## config.mk

```make
export PLATFORM = sky130hd
export DESIGN_NAME = dpsjm_master
export DESIGN_NICKNAME = d
export VERILOG_FILES = /design/src/dpsjm_pkg.sv /design/src/dpsjm_fifo.sv /design/src/dpsjm_master.sv
export SDC_FILE = /design/constraint.sdc
export NUM_CORES = 1
export LEC_CHECK = 0
export BUFFER_PORTS_ARGS = -buffer_cell sky130_fd_sc_hd__buf_4
export CORE_MARGIN = 2
export CORE_UTILIZATION = 30
export CTS_BUF_LIST = sky130_fd_sc_hd__clkbuf_16
export DETAILED_ROUTE_END_ITERATION = 8
export SETUP_SLACK_MARGIN = 0.5
export SYNTH_ARGS = -nofsm -noshare
export SYNTH_HDL_FRONTEND = slang
export SYNTH_HIERARCHICAL = 1
export SYNTH_SLANG_ARGS = --single-unit
```

## constraint.sdc

```tcl
create_clock -name clk -period 4.2 [get_ports clk]
set_input_delay 0.84 -clock clk [delete_from_list [all_inputs] [get_ports clk]]
set_output_delay 0.84 -clock clk [all_outputs]
set_load 0.1 [all_outputs]
```

## src/dpsjm_pkg.sv

```systemverilog
package dpsjm_pkg;

   // ----------------------------------------------------------------
   // Timing and divider limits
   // ----------------------------------------------------------------
   localparam int CLK_HZ        = 10_000_000;
   localparam int CLK_PER_US    = CLK_HZ / 1_000_000;
   localparam int BASE_HZ       = 30_000_000;
   localparam int SPI1_MAX_HZ   = 2_066_000;
   localparam int SPI1_MIN_HZ   = 485_000;
   localparam int DIV_W         = 12;
   localparam int GAP_US_W      = 10;
   localparam int GAP_W         = 14;
   localparam logic [DIV_W-1:0] DIV_MIN = 12'h001;
   localparam logic [DIV_W-1:0] DIV_MAX = 12'hEA6;   // 3750
   // Port one limits: fastest rounds the divisor up, slowest down
   localparam logic [DIV_W-1:0] SPI1_DIV_MIN =
      DIV_W'((BASE_HZ + SPI1_MAX_HZ - 1) / SPI1_MAX_HZ);
   localparam logic [DIV_W-1:0] SPI1_DIV_MAX =
      DIV_W'(BASE_HZ / SPI1_MIN_HZ);

   // ----------------------------------------------------------------
   // Byte framing
   // ----------------------------------------------------------------
   localparam int BYTE_W     = 8;
   localparam int FIFO_DEPTH = 32;
   localparam logic [3:0] EDGE_LAST = 4'hF;   // 16 clock edges per byte

   // ----------------------------------------------------------------
   // Types
   // ----------------------------------------------------------------
   typedef enum logic [3:0] {
      mode_off  = 4'h1,
      mode_jtag = 4'h2,
      mode_spi0 = 4'h4,
      mode_spi1 = 4'h8
   } dpsjm_mode_type;

   typedef enum logic [3:0] {
      st_idle  = 4'h1,
      st_lead  = 4'h2,
      st_shift = 4'h4,
      st_gap   = 4'h8
   } dpsjm_state_type;

   typedef struct packed {
      logic cpol;
      logic cpha;
      logic lsb_first;
   } dpsjm_cfg_type;

   localparam dpsjm_cfg_type CFG_RESET = '{cpol: 1'b0, cpha: 1'b0,
                                           lsb_first: 1'b0};

endpackage

```

## src/dpsjm_fifo.sv

```systemverilog
`timescale 1ns/100ps
module dpsjm_fifo #(
   parameter int WIDTH = 8,
   parameter int DEPTH = 32
) (
   // Clock and reset
   input  wire logic             clk,
   input  wire logic             reset_n,
   // Fill side
   input  wire logic [WIDTH-1:0] in_data,
   input  wire logic             in_valid,
   output logic                  in_ready,
   // Drain side
   output logic [WIDTH-1:0]      out_data,
   output logic                  out_valid,
   input  wire logic             out_ready
);

   // ----------------------------------------------------------------
   // Storage and pointers (depth must be a power of two)
   // ----------------------------------------------------------------
   localparam int AW = $clog2(DEPTH);
   localparam int CW = $clog2(DEPTH + 1);

   logic [WIDTH-1:0] mem [DEPTH];
   logic [AW-1:0]    wr_ptr;
   logic [AW-1:0]    rd_ptr;
   logic [CW-1:0]    count;
   logic [CW-1:0]    next_count;
   logic             push;
   logic             pop;

   // Handshakes
   assign push       = in_valid & in_ready;
   assign pop        = out_valid & out_ready;
   assign next_count = count + CW'(push) - CW'(pop);
   assign out_valid  = (count != '0);
   assign out_data   = mem[rd_ptr];

   // Occupancy; ready is registered so full is exact, never early
   always_ff @(posedge clk or negedge reset_n) begin
      if (!reset_n) begin
         count    <= '0;
         in_ready <= 1'b1;
      end else begin
         count    <= next_count;
         in_ready <= (next_count != CW'(DEPTH));
      end
   end

   // Pointers
   always_ff @(posedge clk or negedge reset_n) begin
      if (!reset_n) begin
         wr_ptr <= '0;
         rd_ptr <= '0;
      end else begin
         if (push) wr_ptr <= AW'(wr_ptr + 1'b1);
         if (pop)  rd_ptr <= AW'(rd_ptr + 1'b1);
      end
   end

   // Data array, no reset so it maps to RAM
   always_ff @(posedge clk) begin
      if (push) mem[wr_ptr] <= in_data;
   end

endmodule

```

## src/dpsjm_master.sv

```systemverilog
`timescale 1ns/100ps
module dpsjm_master #(
   parameter int GAP_MAX_US = 1000
) (
   // Clock and reset
   input  wire logic                              clk,
   input  wire logic                              reset_n,
   // Configuration
   input  wire dpsjm_pkg::dpsjm_mode_type         port_mode,
   input  wire dpsjm_pkg::dpsjm_cfg_type          spi_cfg,
   input  wire logic [dpsjm_pkg::DIV_W-1:0]       clk_div,
   input  wire logic [dpsjm_pkg::GAP_US_W-1:0]    gap_us,
   input  wire logic                              jtag_two_wire,
   input  wire logic                              jtag_tms,
   input  wire logic                              jtag_tms_last,
   // Transmit stream
   input  wire logic [dpsjm_pkg::BYTE_W-1:0]      tx_data,
   input  wire logic                              tx_valid,
   output logic                                   tx_ready,
   // Receive stream and status
   output logic [dpsjm_pkg::BYTE_W-1:0]           rx_data,
   output logic                                   rx_valid,
   output logic                                   busy,
   // Target pins
   output logic                                   tck,
   output logic                                   tck_oe,
   output logic                                   tdi,
   output logic                                   tdi_oe,
   input  wire logic                              tms_in,
   output logic                                   tms,
   output logic                                   tms_oe,
   input  wire logic                              tdo
);

   // ----------------------------------------------------------------
   // Declarations
   // ----------------------------------------------------------------
   localparam int GAP_US_W = dpsjm_pkg::GAP_US_W;
   dpsjm_pkg::dpsjm_state_type               state;
   dpsjm_pkg::dpsjm_mode_type                act_mode;
   dpsjm_pkg::dpsjm_cfg_type                 act_cfg;
   logic [dpsjm_pkg::DIV_W-1:0]              act_div;
   logic [dpsjm_pkg::GAP_W-1:0]              act_gap;
   logic                                     act_two;
   logic [dpsjm_pkg::DIV_W-1:0]              div_cnt;
   logic [dpsjm_pkg::GAP_W-1:0]              gap_cnt;
   logic [3:0]                               edge_cnt;
   logic [dpsjm_pkg::BYTE_W-1:0]             cur_byte;
   logic [dpsjm_pkg::BYTE_W-1:0]             rx_sh;
   logic [dpsjm_pkg::BYTE_W-1:0]             fifo_data;
   logic                                     fifo_valid;
   logic                                     pop;
   logic                                     half_tick;
   logic                                     last_edge;
   logic                                     eff_cpha;
   logic                                     eff_cpol;
   logic                                     sample_now;
   logic                                     sample_in;
   logic                                     sdo;
   logic                                     cs_n;
   logic                                     done;
   logic                                     port_on;
   logic                                     is_spi;
   logic [dpsjm_pkg::GAP_US_W-1:0]           gap_lim;

   // ----------------------------------------------------------------
   // Helpers
   // ----------------------------------------------------------------
   function automatic logic [dpsjm_pkg::DIV_W-1:0] clamp_div(
      input logic [dpsjm_pkg::DIV_W-1:0] v,
      input logic [dpsjm_pkg::DIV_W-1:0] lo,
      input logic [dpsjm_pkg::DIV_W-1:0] hi);
      clamp_div = (v < lo) ? lo : ((v > hi) ? hi : v);
   endfunction

   // Bit index k of a byte, in the selected shift order
   function automatic logic pick_bit(
      input logic [dpsjm_pkg::BYTE_W-1:0] b,
      input logic [2:0]                   k,
      input logic                         lsb);
      pick_bit = lsb ? b[k] : b[3'h7 - k];
   endfunction

   // ----------------------------------------------------------------
   // Transmit FIFO
   // ----------------------------------------------------------------
   dpsjm_fifo #(
      .WIDTH (dpsjm_pkg::BYTE_W),
      .DEPTH (dpsjm_pkg::FIFO_DEPTH)
   ) u_fifo (
      .clk       (clk),
      .reset_n   (reset_n),
      .in_data   (tx_data),
      .in_valid  (tx_valid),
      .in_ready  (tx_ready),
      .out_data  (fifo_data),
      .out_valid (fifo_valid),
      .out_ready (pop)
   );

   // ----------------------------------------------------------------
   // Derived controls
   // ----------------------------------------------------------------
   assign port_on   = (act_mode != dpsjm_pkg::mode_off);
   assign is_spi    = (act_mode == dpsjm_pkg::mode_spi0) |
                      (act_mode == dpsjm_pkg::mode_spi1);
   assign eff_cpha  = (act_mode == dpsjm_pkg::mode_spi1) &
                      act_cfg.cpha;
   assign eff_cpol  = is_spi & act_cfg.cpol;
   assign half_tick = (div_cnt == act_div - 1'b1);
   assign last_edge = (edge_cnt == dpsjm_pkg::EDGE_LAST);
   assign sample_now = (edge_cnt[0] == eff_cpha);
   assign sample_in = (act_two && act_mode == dpsjm_pkg::mode_jtag) ?
                      tms_in : tdo;
   assign gap_lim   = (gap_us > GAP_US_W'(GAP_MAX_US)) ?
                      GAP_US_W'(GAP_MAX_US) : gap_us;
   // Next byte taken from idle or at the end of a gap
   assign pop = fifo_valid & port_on &
                ((state == dpsjm_pkg::st_idle) |
                 (state == dpsjm_pkg::st_gap && gap_cnt == '0 &&
                  port_mode == act_mode));

   // Settings latch only between transfers; a bad or multi-hot select
   // turns every port off, so two ports can never run together
   always_ff @(posedge clk or negedge reset_n) begin
      if (!reset_n) begin
         act_mode <= dpsjm_pkg::mode_off;
         act_cfg  <= dpsjm_pkg::CFG_RESET;
         act_div  <= dpsjm_pkg::DIV_MIN;
         act_gap  <= '0;
         act_two  <= 1'b0;
      end else if (state == dpsjm_pkg::st_idle) begin
         act_mode <= ($onehot(port_mode)) ? port_mode :
                     dpsjm_pkg::mode_off;
         act_cfg  <= spi_cfg;
         act_two  <= jtag_two_wire;
         act_gap  <= dpsjm_pkg::GAP_W'(gap_lim * dpsjm_pkg::CLK_PER_US);
         if (port_mode == dpsjm_pkg::mode_spi1)
            act_div <= clamp_div(clk_div, dpsjm_pkg::SPI1_DIV_MIN,
                                 dpsjm_pkg::SPI1_DIV_MAX);
         else
            act_div <= clamp_div(clk_div, dpsjm_pkg::DIV_MIN,
                                 dpsjm_pkg::DIV_MAX);
      end
   end

   // ----------------------------------------------------------------
   // Half-period divider, only running while a byte is framed
   // ----------------------------------------------------------------
   always_ff @(posedge clk or negedge reset_n) begin
      if (!reset_n)
         div_cnt <= '0;
      else if ((state == dpsjm_pkg::st_lead ||
                state == dpsjm_pkg::st_shift) && !half_tick)
         div_cnt <= div_cnt + 1'b1;
      else
         div_cnt <= '0;
   end

   // ----------------------------------------------------------------
   // Byte sequencer
   // ----------------------------------------------------------------
   always_ff @(posedge clk or negedge reset_n) begin
      if (!reset_n) begin
         state    <= dpsjm_pkg::st_idle;
         edge_cnt <= '0;
         gap_cnt  <= '0;
         cur_byte <= '0;
         done     <= 1'b0;
      end else begin
         done <= 1'b0;
         case (state)
            dpsjm_pkg::st_idle: begin
               if (pop) begin
                  cur_byte <= fifo_data;
                  state    <= dpsjm_pkg::st_lead;
               end
            end
            dpsjm_pkg::st_lead: begin
               edge_cnt <= '0;
               if (half_tick) state <= dpsjm_pkg::st_shift;
            end
            dpsjm_pkg::st_shift: begin
               if (half_tick) begin
                  edge_cnt <= edge_cnt + 1'b1;
                  if (last_edge) begin
                     done    <= 1'b1;
                     gap_cnt <= act_gap;
                     state   <= dpsjm_pkg::st_gap;
                  end
               end
            end
            dpsjm_pkg::st_gap: begin
               if (gap_cnt != '0)
                  gap_cnt <= gap_cnt - 1'b1;
               else if (pop) begin
                  cur_byte <= fifo_data;
                  state    <= dpsjm_pkg::st_lead;
               end else
                  state <= dpsjm_pkg::st_idle;
            end
            default: state <= dpsjm_pkg::st_idle;
         endcase
      end
   end

   // ----------------------------------------------------------------
   // Serial clock, data out and data in
   // ----------------------------------------------------------------
   always_ff @(posedge clk or negedge reset_n) begin
      if (!reset_n) begin
         tck   <= 1'b0;
         sdo   <= 1'b0;
         rx_sh <= '0;
      end else if (state == dpsjm_pkg::st_shift && half_tick) begin
         tck <= ~tck;
         if (sample_now)
            rx_sh[act_cfg.lsb_first ? edge_cnt[3:1] :
                  3'h7 - edge_cnt[3:1]] <= sample_in;
         else if (eff_cpha)
            sdo <= pick_bit(cur_byte, edge_cnt[3:1], act_cfg.lsb_first);
         else if (!last_edge)
            sdo <= pick_bit(cur_byte, 3'(edge_cnt[3:1] + 1'b1),
                            act_cfg.lsb_first);
      end else if (state != dpsjm_pkg::st_shift) begin
         // Idle level set ahead of the first edge
         tck <= eff_cpol;
         if (state == dpsjm_pkg::st_lead && !eff_cpha)
            sdo <= pick_bit(cur_byte, 3'h0, act_cfg.lsb_first);
      end
   end

   // Chip select spans bytes and gaps, released when the queue runs dry
   always_ff @(posedge clk or negedge reset_n) begin
      if (!reset_n)
         cs_n <= 1'b1;
      else
         cs_n <= ~(is_spi & (pop | (state != dpsjm_pkg::st_idle &&
                   !(state == dpsjm_pkg::st_gap && gap_cnt == '0 &&
                     !pop))));
   end

   // ----------------------------------------------------------------
   // Pin registers and enables
   // ----------------------------------------------------------------
   always_ff @(posedge clk or negedge reset_n) begin
      if (!reset_n) begin
         tdi    <= 1'b0;
         tms    <= 1'b1;
         tck_oe <= 1'b0;
         tdi_oe <= 1'b0;
         tms_oe <= 1'b0;
      end else begin
         tdi    <= sdo;
         tck_oe <= port_on;
         tms_oe <= port_on;
         tdi_oe <= port_on & ~(act_two & ~is_spi);
         if (is_spi)
            tms <= cs_n;
         else if (act_two)
            tms <= sdo;
         else if (state == dpsjm_pkg::st_shift && edge_cnt[3:1] == 3'h7)
            tms <= jtag_tms_last;
         else
            tms <= jtag_tms;
      end
   end

   // Receive byte and status
   always_ff @(posedge clk or negedge reset_n) begin
      if (!reset_n) begin
         rx_data  <= '0;
         rx_valid <= 1'b0;
         busy     <= 1'b0;
      end else begin
         rx_valid <= done;
         busy     <= (state != dpsjm_pkg::st_idle);
         if (done) rx_data <= rx_sh;
      end
   end
endmodule

```

==> results.yml, run 1 <==
timing:
  timing.final.crit_share_pct: 84.2
  period_needed_ns: 3.54
  final-setup-viol-count: 0
  whs_ns: 0.363
  rsz0062_at_grt: "false"
  hold_violations: 0
  tightest_slew_ns: 0.996
  skew_ns: 0.0215
  tns_ns: 0
  relSlewSlack_pct: 32.7
  fmax_mhz: 283
  final-max-slew-violation-count: 0
setup_path:
  arrival_ns: 3.99
  regToRegStartpoint: "gap_cnt[4]"
  reg2regPathDepth: 14
  required_ns: 4.65
  crit_slowest_cell: "or4b_1"
  cp_max_fo: 4
  critPathMaxStageDelay_ns: 0.48
  crit_buf_inv: 2
  start_kind: "register"
  crit_type: "reg -> reg"
  r2r_end: "u_fifo/in_ready"
  crit_chain: "or3_4 -> nor3_4 -> nand4_1 -> o21a_1 -> nor2b_2 -> and2_4 -> ha_4 -> inv_2 -> ha_4 -> inv_2 -> fa_1 -> xnor2_1 -> or3_1 -> or4b_1"
  r2r_setup_slack_ns: 0.66
  critPathTopFamily: "simple AND/OR/NAND/NOR gates"
  end_kind: "register"
min_path:
  hold_path.class: "in -> async"
yosys:
  syn_nets: 1278
  synth_top_cell_by_area: "edfxtp_1"
  synthArstFlopShare_pct: 31.6
  ys.flop_type: "edfxtp_1"
  synth_area_mm2: 0.0170
  ys_ff_latch: 374
  synth_cell_types: 80
  synth-edff-count: 256
  yosysWarnings: 6
  yosys.area_share.adder_pct: 3.07
  synth_top_area_share_pct: 45.2
  syn_avg_cell_area_um2: 14.3
  synth_top_family_by_area: "multiplexers"
  yosysSeqAreaShare_pct: 62.6
  yosys-mux-area-fraction_pct: 12.3
  synth_compound_area_share_pct: 7.46
  synthTopCellsByArea: "edfxtp_1 45%, dfrtp_1 16%, mux4_2 4.5%"
  syn_inst: 1193
  synthXorXnorAreaFrac_pct: 2.62
  synthSimpleGateAreaFrac_pct: 9.13
clock_network:
  cts_tree: "built"
  cts_root_buf: "clkbuf_16"
  clk_path_buf_depth: 3
  cts-htree-levels: 2
  numCtsBuffers: 39
  clock_sinks: 374
  clk_latency_ns: 0.56
  hold_buffers: 0
  clk_pin_slew_worst_paths_ns: 0.06
die:
  design.die.area_mm2: 0.0587
  dieWidth_um: 242
  initial_utilization_pct: 30.2
  coreArea_mm2: 0.0563
  num_rows: 87
  die_h_um: 242
  ios: 62
cells_and_area:
  fin_area_mm2: 0.0197
  nNetsFinal: 1343
  layout_commonest_cell: "edfxtp_1"
  syn2layout_area_growth_pct: 15.7
  final_util_pct: 35.0
  antenna_cells: 0
  drive_gt1_share_pct: 17.6
  most-common-layout-cells: "256 x edfxtp_1, 110 x dfrtp_1, 99 x nor2_1"
drt:
  postRouteAntennaNets: 0
  dr.first_iter.drc_count: 800
  wl_per_cell_um: 18.7
  firstDrtPassIters: 5
  avgViaCountPerCell: 5.00
  vias: 10223
  drc: 0
  wl_mm: 38.2
power:
  power_density_mw_per_mm2: 615
  power_mw: 12.1
  p_leak_nw: 7.31
  ir_drop_v: 0.000500
place:
  place.gp.congestion: 0.841
  portBuffers: 61
  dpl_cell_area_mm2: 0.0183
  dp_hpwl_mm: 24.8
global_route:
  grt_pass1_wl_mm: 60.2
  grt_usage_pct: 13.0
  grt_max_degree: 57
  grt_pass1_vias: 10243
  grt_overflow: 0
  antenna_found_initial: 0
job:
  drv_cap: 0
run_status:
  outcome: "finished clean"
-- state kept, by name, indices dropped and copies added, names as in the netlist, 3 cells and up --
| register | cells |
|---|---|
| u_fifo/mem | 256 |
| gap_cnt | 14 |
| act_gap | 13 |
| act_div | 12 |
| div_cnt | 12 |
| cur_byte | 8 |
| rx_data | 8 |
| rx_sh | 8 |
| u_fifo/count | 6 |
| u_fifo/rd_ptr | 5 |
| u_fifo/wr_ptr | 5 |
| act_mode | 4 |
| edge_cnt | 4 |
| state | 4 |
| act_cfg | 3 |
-- layer usage --
metal / vias to the layer above / share of wire, % / global-route usage (%)
met1: 5210 / 44 / 17.5
met4: 0 / 1.6 / 2.85
met5: - / 0 / 0
li1: 4698 / - / -
met2: 265 / 48 / 21.3
met3: 50 / 5.9 / 2.91
-- cells in the mapped netlist (5+ instances only) --
master and number:
edfxtp_1 256, dfrtp_1 112, nor2_1 99, nand2_1 75, mux2i_1 47, a21oi_1 40
inv_1 38, ha_1 37, mux4_2 34, clkbuf_1 32, xnor2_1 29, nand3_1 26
xor2_1 22, mux4_1 20, o21ai_0 20, mux2_2 18, a211oi_1 17, nor3_1 16
mux2_1 12, o22ai_1 12, a22oi_1 11, nand4_1 11, nor2b_1 11, a22o_1 10
buf_2 10, nor4_1 10, o22a_1 10, a31oi_1 9, o21ai_1 9, and2_1 8
nand3b_1 8, o221ai_1 8, nand2b_1 7, and3_1 6, buf_1 6, buf_6 6
dfstp_2 6, or3_1 6, or4_1 6, buf_4 5
-- power by group --
| group | switching, mW | internal, mW |
|---|---|---|
| logic | 1.98 | 1.54 |
| clock network | 1.45 | 2.14 |
| registers | 0.570 | 4.44 |
| total | 4.00 | 8.12 |
-- worst max path at each step --
stage / start / to / slack, ns / cells after the start
after floorplan: gap_cnt[9] / u_fifo/in_ready / 0.51 / 16
after global placement: port_mode[3] / u_fifo/in_ready / 0.33 / 14
after detailed placement: gap_us[8] / act_gap[12] / 0.28 / 16
after CTS: gap_cnt[4] / u_fifo/in_ready / 0.51 / 16
after global routing: gap_cnt[4] / u_fifo/in_ready / 0.50 / 14
final: gap_cnt[4] / u_fifo/in_ready / 0.66 / 14
-- what timing repair did --
item                                    4_1_cts  5_1_grt
endpoints found under the setup margin        1        1
pin swaps                                     1        3
gates cloned                                  0        0
hold endpoints to repair                      0        0
resized for setup                             0        4
buffers inserted                              1        4
-- metrics by stage --
| stage | std cells | setup slack [ns] |
|---|---|---|
| after CTS | 2039 | 0.513 |
| final | 2043 | 0.662 |
| after floorplan | 1193 | 0.506 |
| after detailed placement | 1968 | 0.277 |
| after global placement | 1968 | 0.328 |
| after global routing | 2043 | 0.497 |
-- area by class of cell --
| cell class | instances | area [um2] |
|---|---|---|
| Fill cell | 5395 | 36600 |
| Tap cell | 756 | 946 |
| Timing Repair Buffer | 85 | 654 |
| Multi-Input combinational cell | 719 | 5970 |
| Sequential cell | 374 | 10700 |
| Inverter | 39 | 146 |
| Clock inverter | 31 | 357 |
| Clock buffer | 39 | 976 |
-- worst reg2reg max path, delay by kind of cell (launching register included) --
family	cells	cell delay, ns
xor gates and xnor gates	1	0.17
adders and majority gates	3	0.74
buffers and inverters	2	0.09
DFF	1	0.40
AOI/OAI and AO/OA	1	0.22
and+or+nand+nor	7	1.85
-- kinds of logic after synthesis --
| group | count (synthesis) |
|---|---|
| adders and majority gates | 40 |
| xor gates and xnor gates | 51 |
| muxes | 131 |
| buffers and inverters | 100 |
| DFF | 374 |
| and+or+nand+nor | 312 |
| AOI/OAI and AO/OA | 185 |
No activity file was read; power rests on OpenSTA's default activity.
==> run 2: changes to the inputs <==
--- a/config.mk
+++ b/config.mk
@@ -5,6 +5,7 @@
 export SDC_FILE = /design/constraint.sdc
 export NUM_CORES = 1
 export LEC_CHECK = 0
+export ABC_AREA = 1
 export BUFFER_PORTS_ARGS = -buffer_cell sky130_fd_sc_hd__buf_4
 export CORE_MARGIN = 2
 export CORE_UTILIZATION = 30
==> constraint.sdc (replaced) <==
create_clock -name clk -period 3.5 [get_ports clk]
set_input_delay 0.7 -clock clk [delete_from_list [all_inputs] [get_ports clk]]
set_output_delay 0.7 -clock clk [all_outputs]
set_load 0.1 [all_outputs]
==> run 2 against run 1 <==
Net effect: global-route usage rose by 0.76 points; synthesized cell count rose by 66%; cell area rose by 6.2%; area after synthesis rose by 7.3%; sequential share of layout area fell by 3.1 points; via count rose by 31%; largest power group is now combinational logic.
==> results.yml, run 2 <==
run_status:
  outcome: "finished clean"
timing:
  rsz0062_at_grt: "true"
  skew_ns: 0.0188
  final-setup-viol-count: 0
  period_needed_ns: 2.88
  whs_ns: 0.120
  fmax_mhz: 348
  relSlewSlack_pct: 42.1
  tns_ns: 0
  timing.final.crit_share_pct: 82.2
  tightest_slew_ns: 0.866
  final-max-slew-violation-count: 0
  hold_violations: 0
cells_and_area:
  layout_commonest_cell: "nand2_1"
  regMostFlops: "u_fifo/mem"
  nNetsFinal: 2136
  final_util_pct: 34.7
  most-common-layout-cells: "608 x nand2_1, 256 x edfxtp_1, 249 x inv_1"
  syn2layout_area_growth_pct: 14.5
  final_cells: 2863
  reg_top3: "u_fifo/mem (256), gap_cnt (14), act_gap (13)"
  drive_gt1_share_pct: 11.2
  largest_register_ffs: 256
  antenna_cells: 0
power:
  power_density_mw_per_mm2: 763
  p_leak_nw: 9.11
  ir_drop_v: 0.000717
  power_mw: 16.0
drt:
  postRouteAntennaNets: 0
  drc: 0
  wl_per_cell_um: 15.0
  dr.first_iter.drc_count: 899
  firstDrtPassIters: 7
  wl_mm: 42.8
  vias: 13424
  avgViaCountPerCell: 4.69
global_route:
  grt_pass1_vias: 13218
  grt_max_degree: 117
  use_met1_pct: 18.7
  grt_overflow: 0
  antenna_found_initial: 0
  use_met2_pct: 22.9
  met3_usage_pct: 2.36
  grt-busiest-layer: "met2"
  grt_pass1_wl_mm: 69.8
  grt_usage_pct: 13.7
clock_network:
  hold_buffers: 0
  clock_sinks: 374
  cts_root_buf: "clkbuf_16"
  clk_latency_ns: 0.56
  cts_tree: "built"
  clk_path_buf_depth: 3
  clk_pin_slew_worst_paths_ns: 0.06
  numCtsBuffers: 40
  cts-htree-levels: 2
die:
  ios: 62
  design.die.area_mm2: 0.0629
  initial_utilization_pct: 30.3
  coreArea_mm2: 0.0602
  dieWidth_um: 251
  die_h_um: 251
  num_rows: 90
setup_path:
  cp_max_fo: 4
  required_ns: 3.98
  crit_type: "reg -> reg"
  start_kind: "register"
  end_kind: "register"
  arrival_ns: 3.35
  reg2regPathDepth: 20
  r2r_setup_slack_ns: 0.62
  regToRegStartpoint: "act_mode[0]"
  r2r_end: "u_fifo/in_ready"
yosys:
  synth.most_common_cell: "nand2_1"
  synth_top_cell_by_area: "edfxtp_1"
  synth_area_mm2: 0.0183
  synth_top_area_share_pct: 42.1
  synth_cell_types: 46
  ys.flop_type: "edfxtp_1"
  syn_nets: 2069
  yosysWarnings: 6
  syn_inst: 1984
  synth-edff-count: 256
  ys_ff_latch: 374
  synth_commonest_cells: "611 x nand2_1, 256 x edfxtp_1, 248 x inv_1"
  synthArstFlopShare_pct: 31.6
  yosysSeqAreaShare_pct: 58.3
  syn_avg_cell_area_um2: 9.20
  synthTopCellsByArea: "edfxtp_1 42%, dfrtp_1 15%, nand2_1 13%"
min_path:
  hold_path.class: "in -> async"
job:
  drv_cap: 0
place:
  place.gp.congestion: 0.885
  dp_hpwl_mm: 27.9
  dp.cells: 2785
  portBuffers: 61
-- run 2: kinds of logic after synthesis --
| family | Yosys count | share of synthesized area, % |
|---|---|---|
| simple gates | 1044 | 24.4 |
| flops | 374 | 58.3 |
| buf+inv | 332 | 7.37 |
| compound gates | 138 | 4.23 |
| xor+xnor | 40 | 1.92 |
| fa+ha+maj | 40 | 2.86 |
| mux | 16 | 0.939 |
-- run 2: cell type report --
cell class / count / area, um2
well taps: 782 / 978
multi-input cells: 1278 / 6350
clock inverters: 31 / 161
fillers: 6060 / 39300
inverters: 258 / 970
repair buffers: 99 / 768
clock buffers: 41 / 1030
flip-flops and latches: 374 / 10700
-- run 2: worst max-delay path: stages (launching register included) --
cell and delay, ns:
dfstp_2 0.59, xnor2_2 0.13, nand4_1 0.17, a21oi_2 0.19, inv_2 0.06, nor2_4 0.13, nand2_2 0.09, inv_2 0.09
ha_4 0.20, inv_2 0.06, ha_4 0.13, inv_2 0.04, fa_2 0.37, inv_2 0.06, nand2_2 0.04, a21oi_2 0.14
nor2_1 0.06, nand2_1 0.05, nand2_1 0.07, nor2_1 0.10, nand2_1 0.06
-- run 2: worst max path at each step --
stage,endpoint,from
finish,u_fifo/in_ready,act_mode[0]
global route,u_fifo/in_ready,gap_cnt[0]
CTS,u_fifo/in_ready,gap_cnt[0]
detailed placement,u_fifo/in_ready,port_mode[0]
global placement,u_fifo/in_ready,port_mode[3]
floorplan,u_fifo/in_ready,state[2]
-- run 2: where the power goes --
part	leakage, nW	internal, mW	switching (mW)	total (mW)
clock network	0.626	2.13	1.73	3.87
registers	3.76	5.43	0.507	5.94
logic	4.73	1.94	4.22	6.16
-- run 2: stage by stage --
stage / setup WS [ns] / cell area [um2]
final: 0.624 / 20900
after global routing: 0.377 / 20900
after CTS: 0.503 / 20800
after detailed placement: 0.210 / 19600
after global placement: 0.206 / 19600
after floorplan: 0.505 / 18300
-- run 2: repair_timing --
action / in CTS / in global routing
pin swaps: 5 / 15
gates resized for setup: 3 / 17
endpoints found under the setup margin: 1 / 2
setup buffers: 2 / 4
-- run 2: routing by layer --
metal	wire, um	share of wire [%]	vias up
met3	2710	6.3	52
met1	19300	45	6412
met5	0	0	-
met2	20100	47	358
met4	710	1.7	0
li1	-	-	6602
==> run 3: changes to the inputs <==
--- a/config.mk
+++ b/config.mk
@@ -5,7 +5,7 @@
 export SDC_FILE = /design/constraint.sdc
 export NUM_CORES = 1
 export LEC_CHECK = 0
-export ABC_AREA = 1
+export ABC_AREA = 0
 export BUFFER_PORTS_ARGS = -buffer_cell sky130_fd_sc_hd__buf_4
 export CORE_MARGIN = 2
 export CORE_UTILIZATION = 30
==> constraint.sdc (replaced) <==
create_clock -name clk -period 2.35 [get_ports clk]
set_input_delay 0.47 -clock clk [delete_from_list [all_inputs] [get_ports clk]]
set_output_delay 0.47 -clock clk [all_outputs]
set_load 0.1 [all_outputs]
==> run 3 against run 2 <==
Net effect: the flow now finishes with violations (negative setup slack); clock power is 50% higher; fmax is 22% lower; global-route usage hardly changed; sequential share of layout area is 4.1 points lower; flip-flop and latch count stayed put; critical path depth is 6 lower; wire length is 2.8% lower; critical endpoint unchanged; largest cell class unchanged.
==> results.yml, run 3 (synthesized netlist as in run 1, its figures left out) <==
timing:
  fmax_mhz: 272
  worst_slack_ns: -1.33
  final-max-slew-violation-count: 0
  hold_violations: 0
  timing.final.crit_share_pct: 157
  skew_ns: 0.0155
  final-setup-viol-count: 58
  rsz0062_at_grt: "true"
  tightest_slew_ns: 1.13
  tns_ns: -22.50
  relSlewSlack_pct: 24.2
  period_needed_ns: 3.68
cells_and_area:
  reg_top3: "u_fifo/mem (256), gap_cnt (14), act_gap (13)"
  drive_gt1_share_pct: 41.5
  largest_register_ffs: 256
  layout_commonest_cell: "edfxtp_1"
  regMostFlops: "u_fifo/mem"
  fillers: 5116
  most-common-layout-cells: "256 x edfxtp_1, 225 x buf_4, 109 x dfrtp_1"
  nNetsFinal: 1551
  fin_area_mm2: 0.0227
  syn2layout_area_growth_pct: 33.6
  antenna_cells: 0
clock_network:
  cts-htree-levels: 2
  numCtsBuffers: 39
  clk_pin_slew_worst_paths_ns: 0.06
  clock_sinks: 374
  cts_tree: "built"
  clk_path_buf_depth: 3
  clk_latency_ns: 0.55
  cts_root_buf: "clkbuf_16"
setup_path:
  required_ns: 2.80
  cp_max_fo: 2
  regToRegStartpoint: "gap_cnt[5]"
  arrival_ns: 4.13
  start_kind: "register"
  end_kind: "register"
  r2r_end: "u_fifo/in_ready"
  reg2regPathDepth: 14
  r2r_setup_slack_ns: -1.33
  crit_type: "reg -> reg"
drt:
  wl_mm: 41.6
  wl_per_cell_um: 18.5
  dr.first_iter.drc_count: 846
  firstDrtPassIters: 5
  vias: 11042
  avgViaCountPerCell: 4.91
  postRouteAntennaNets: 0
  drc: 0
place:
  place_ws_ns: -1.26
  dp_hpwl_mm: 26.5
  place.gp.congestion: 0.848
  portBuffers: 61
  dpl_cell_area_mm2: 0.0199
die:
  die_h_um: 242
  coreArea_mm2: 0.0563
  design.die.area_mm2: 0.0587
  ios: 62
  dieWidth_um: 242
  initial_utilization_pct: 30.2
  num_rows: 87
job:
  drv_cap: 0
global_route:
  grt_pass1_vias: 11119
  grt_max_degree: 43
  grt_usage_pct: 13.8
  grt_overflow: 0
  grt_pass1_wl_mm: 64.5
  antenna_found_initial: 0
run_status:
  violations: "negative setup slack"
  outcome: "finished, violations left"
min_path:
  hp-start: "jtag_two_wire"
  hold_path.class: "in -> reg"
  hold_end: "act_two"
  holdPathStages: 3
power:
  ir_drop_v: 0.00108
  p_leak_nw: 8.59
  power_density_mw_per_mm2: 1080
  power_mw: 24.6
==> run 3: cell count changes in the layout (fill, tap and decap cells not counted), moves of 17 or more <==
cell / delta
nand3_1: -192
buf_6: +40
mux2_4: +17
o21ai_0: -53
mux4_2: +51
nor2_4: +27
mux2i_1: +40
inv_1: -210
nand2_1: -542
nor2_1: -76
buf_4: +128
==> run 3: metrics by stage <==
step | instances | hold WS [ns] | utilization [%]
3_3_place_gp | 2103 | 0.398 | 35.4
2_1_floorplan | 1193 | 0.174 | -
4_1_cts | 2215 | 0.106 | 39.3
6_report | 2250 | 0.126 | 40.4
3_5_place_dp | 2103 | 0.398 | 35.4
5_1_grt | 2250 | 0.135 | 40.4
==> run 3: how the worst max path moves through the flow <==
stage | slack [ns] | start | end | cells after the start
finish | -1.33 | gap_cnt[5] | u_fifo/in_ready | 14
global route | -1.41 | gap_cnt[5] | u_fifo/in_ready | 14
CTS | -1.24 | gap_cnt[9] | u_fifo/in_ready | 14
detailed placement | -1.26 | gap_cnt[9] | u_fifo/in_ready | 14
global placement | -1.19 | gap_cnt[9] | u_fifo/in_ready | 14
floorplan | -1.33 | gap_cnt[9] | u_fifo/in_ready | 16
==> run 3: worst max-delay path, cell delays in order (launching register included) <==
cell and delay (ns):
dfrtp_1 0.38, or3_4 0.41, nor3_4 0.18, nand4_1 0.19
o21a_1 0.26, nor2b_2 0.14, and2_4 0.17, ha_4 0.19
inv_2 0.06, ha_4 0.13, inv_2 0.03, fa_2 0.53
inv_2 0.04, or3_1 0.37, or4b_1 0.49
==> run 3: repair_timing <==
item / in CTS / in global routing
gates resized for setup: 144 / 71
buffers inserted: 35 / 34
endpoints found under the setup margin: 139 / 141
cloned: 7 / 1
hold buffers: 1 / 0
pin swaps: 70 / 51
endpoints found under the hold margin: 20 / 0
==> run 3: layer usage <==
layer  vias to the layer above  global-route usage, %  share of wire [%]
met5                         -                      0                  0
met4                         0                   3.29                2.1
met3                        61                   2.17                4.2
met2                       245                   22.5                 48
met1                      5634                   19.2                 46
li1                       5102                      -                  -
==> run 3: final cells by class <==
| class | instances | area [um2] | share of cell area, % |
|---|---|---|---|
| flip-flops and latches | 374 | 10700 | 46.9 |
| multi-input cells | 722 | 7140 | 31.4 |
| repair buffers | 290 | 2650 | 11.7 |
| clock buffers | 39 | 976 | 4.29 |
| well taps | 756 | 946 | 4.16 |
| clock inverters | 30 | 205 | 0.903 |
| inverters | 39 | 161 | 0.710 |
==> run 3: power by group <==
part | total (mW) | switching (mW) | leakage [nW] | internal (mW)
clock network | 5.81 | 2.56 | 0.622 | 3.25
registers | 8.57 | 0.620 | 3.82 | 7.95
logic | 10.3 | 5.21 | 4.15 | 5.05
total | 24.6 | 8.38 | 8.59 | 16.3
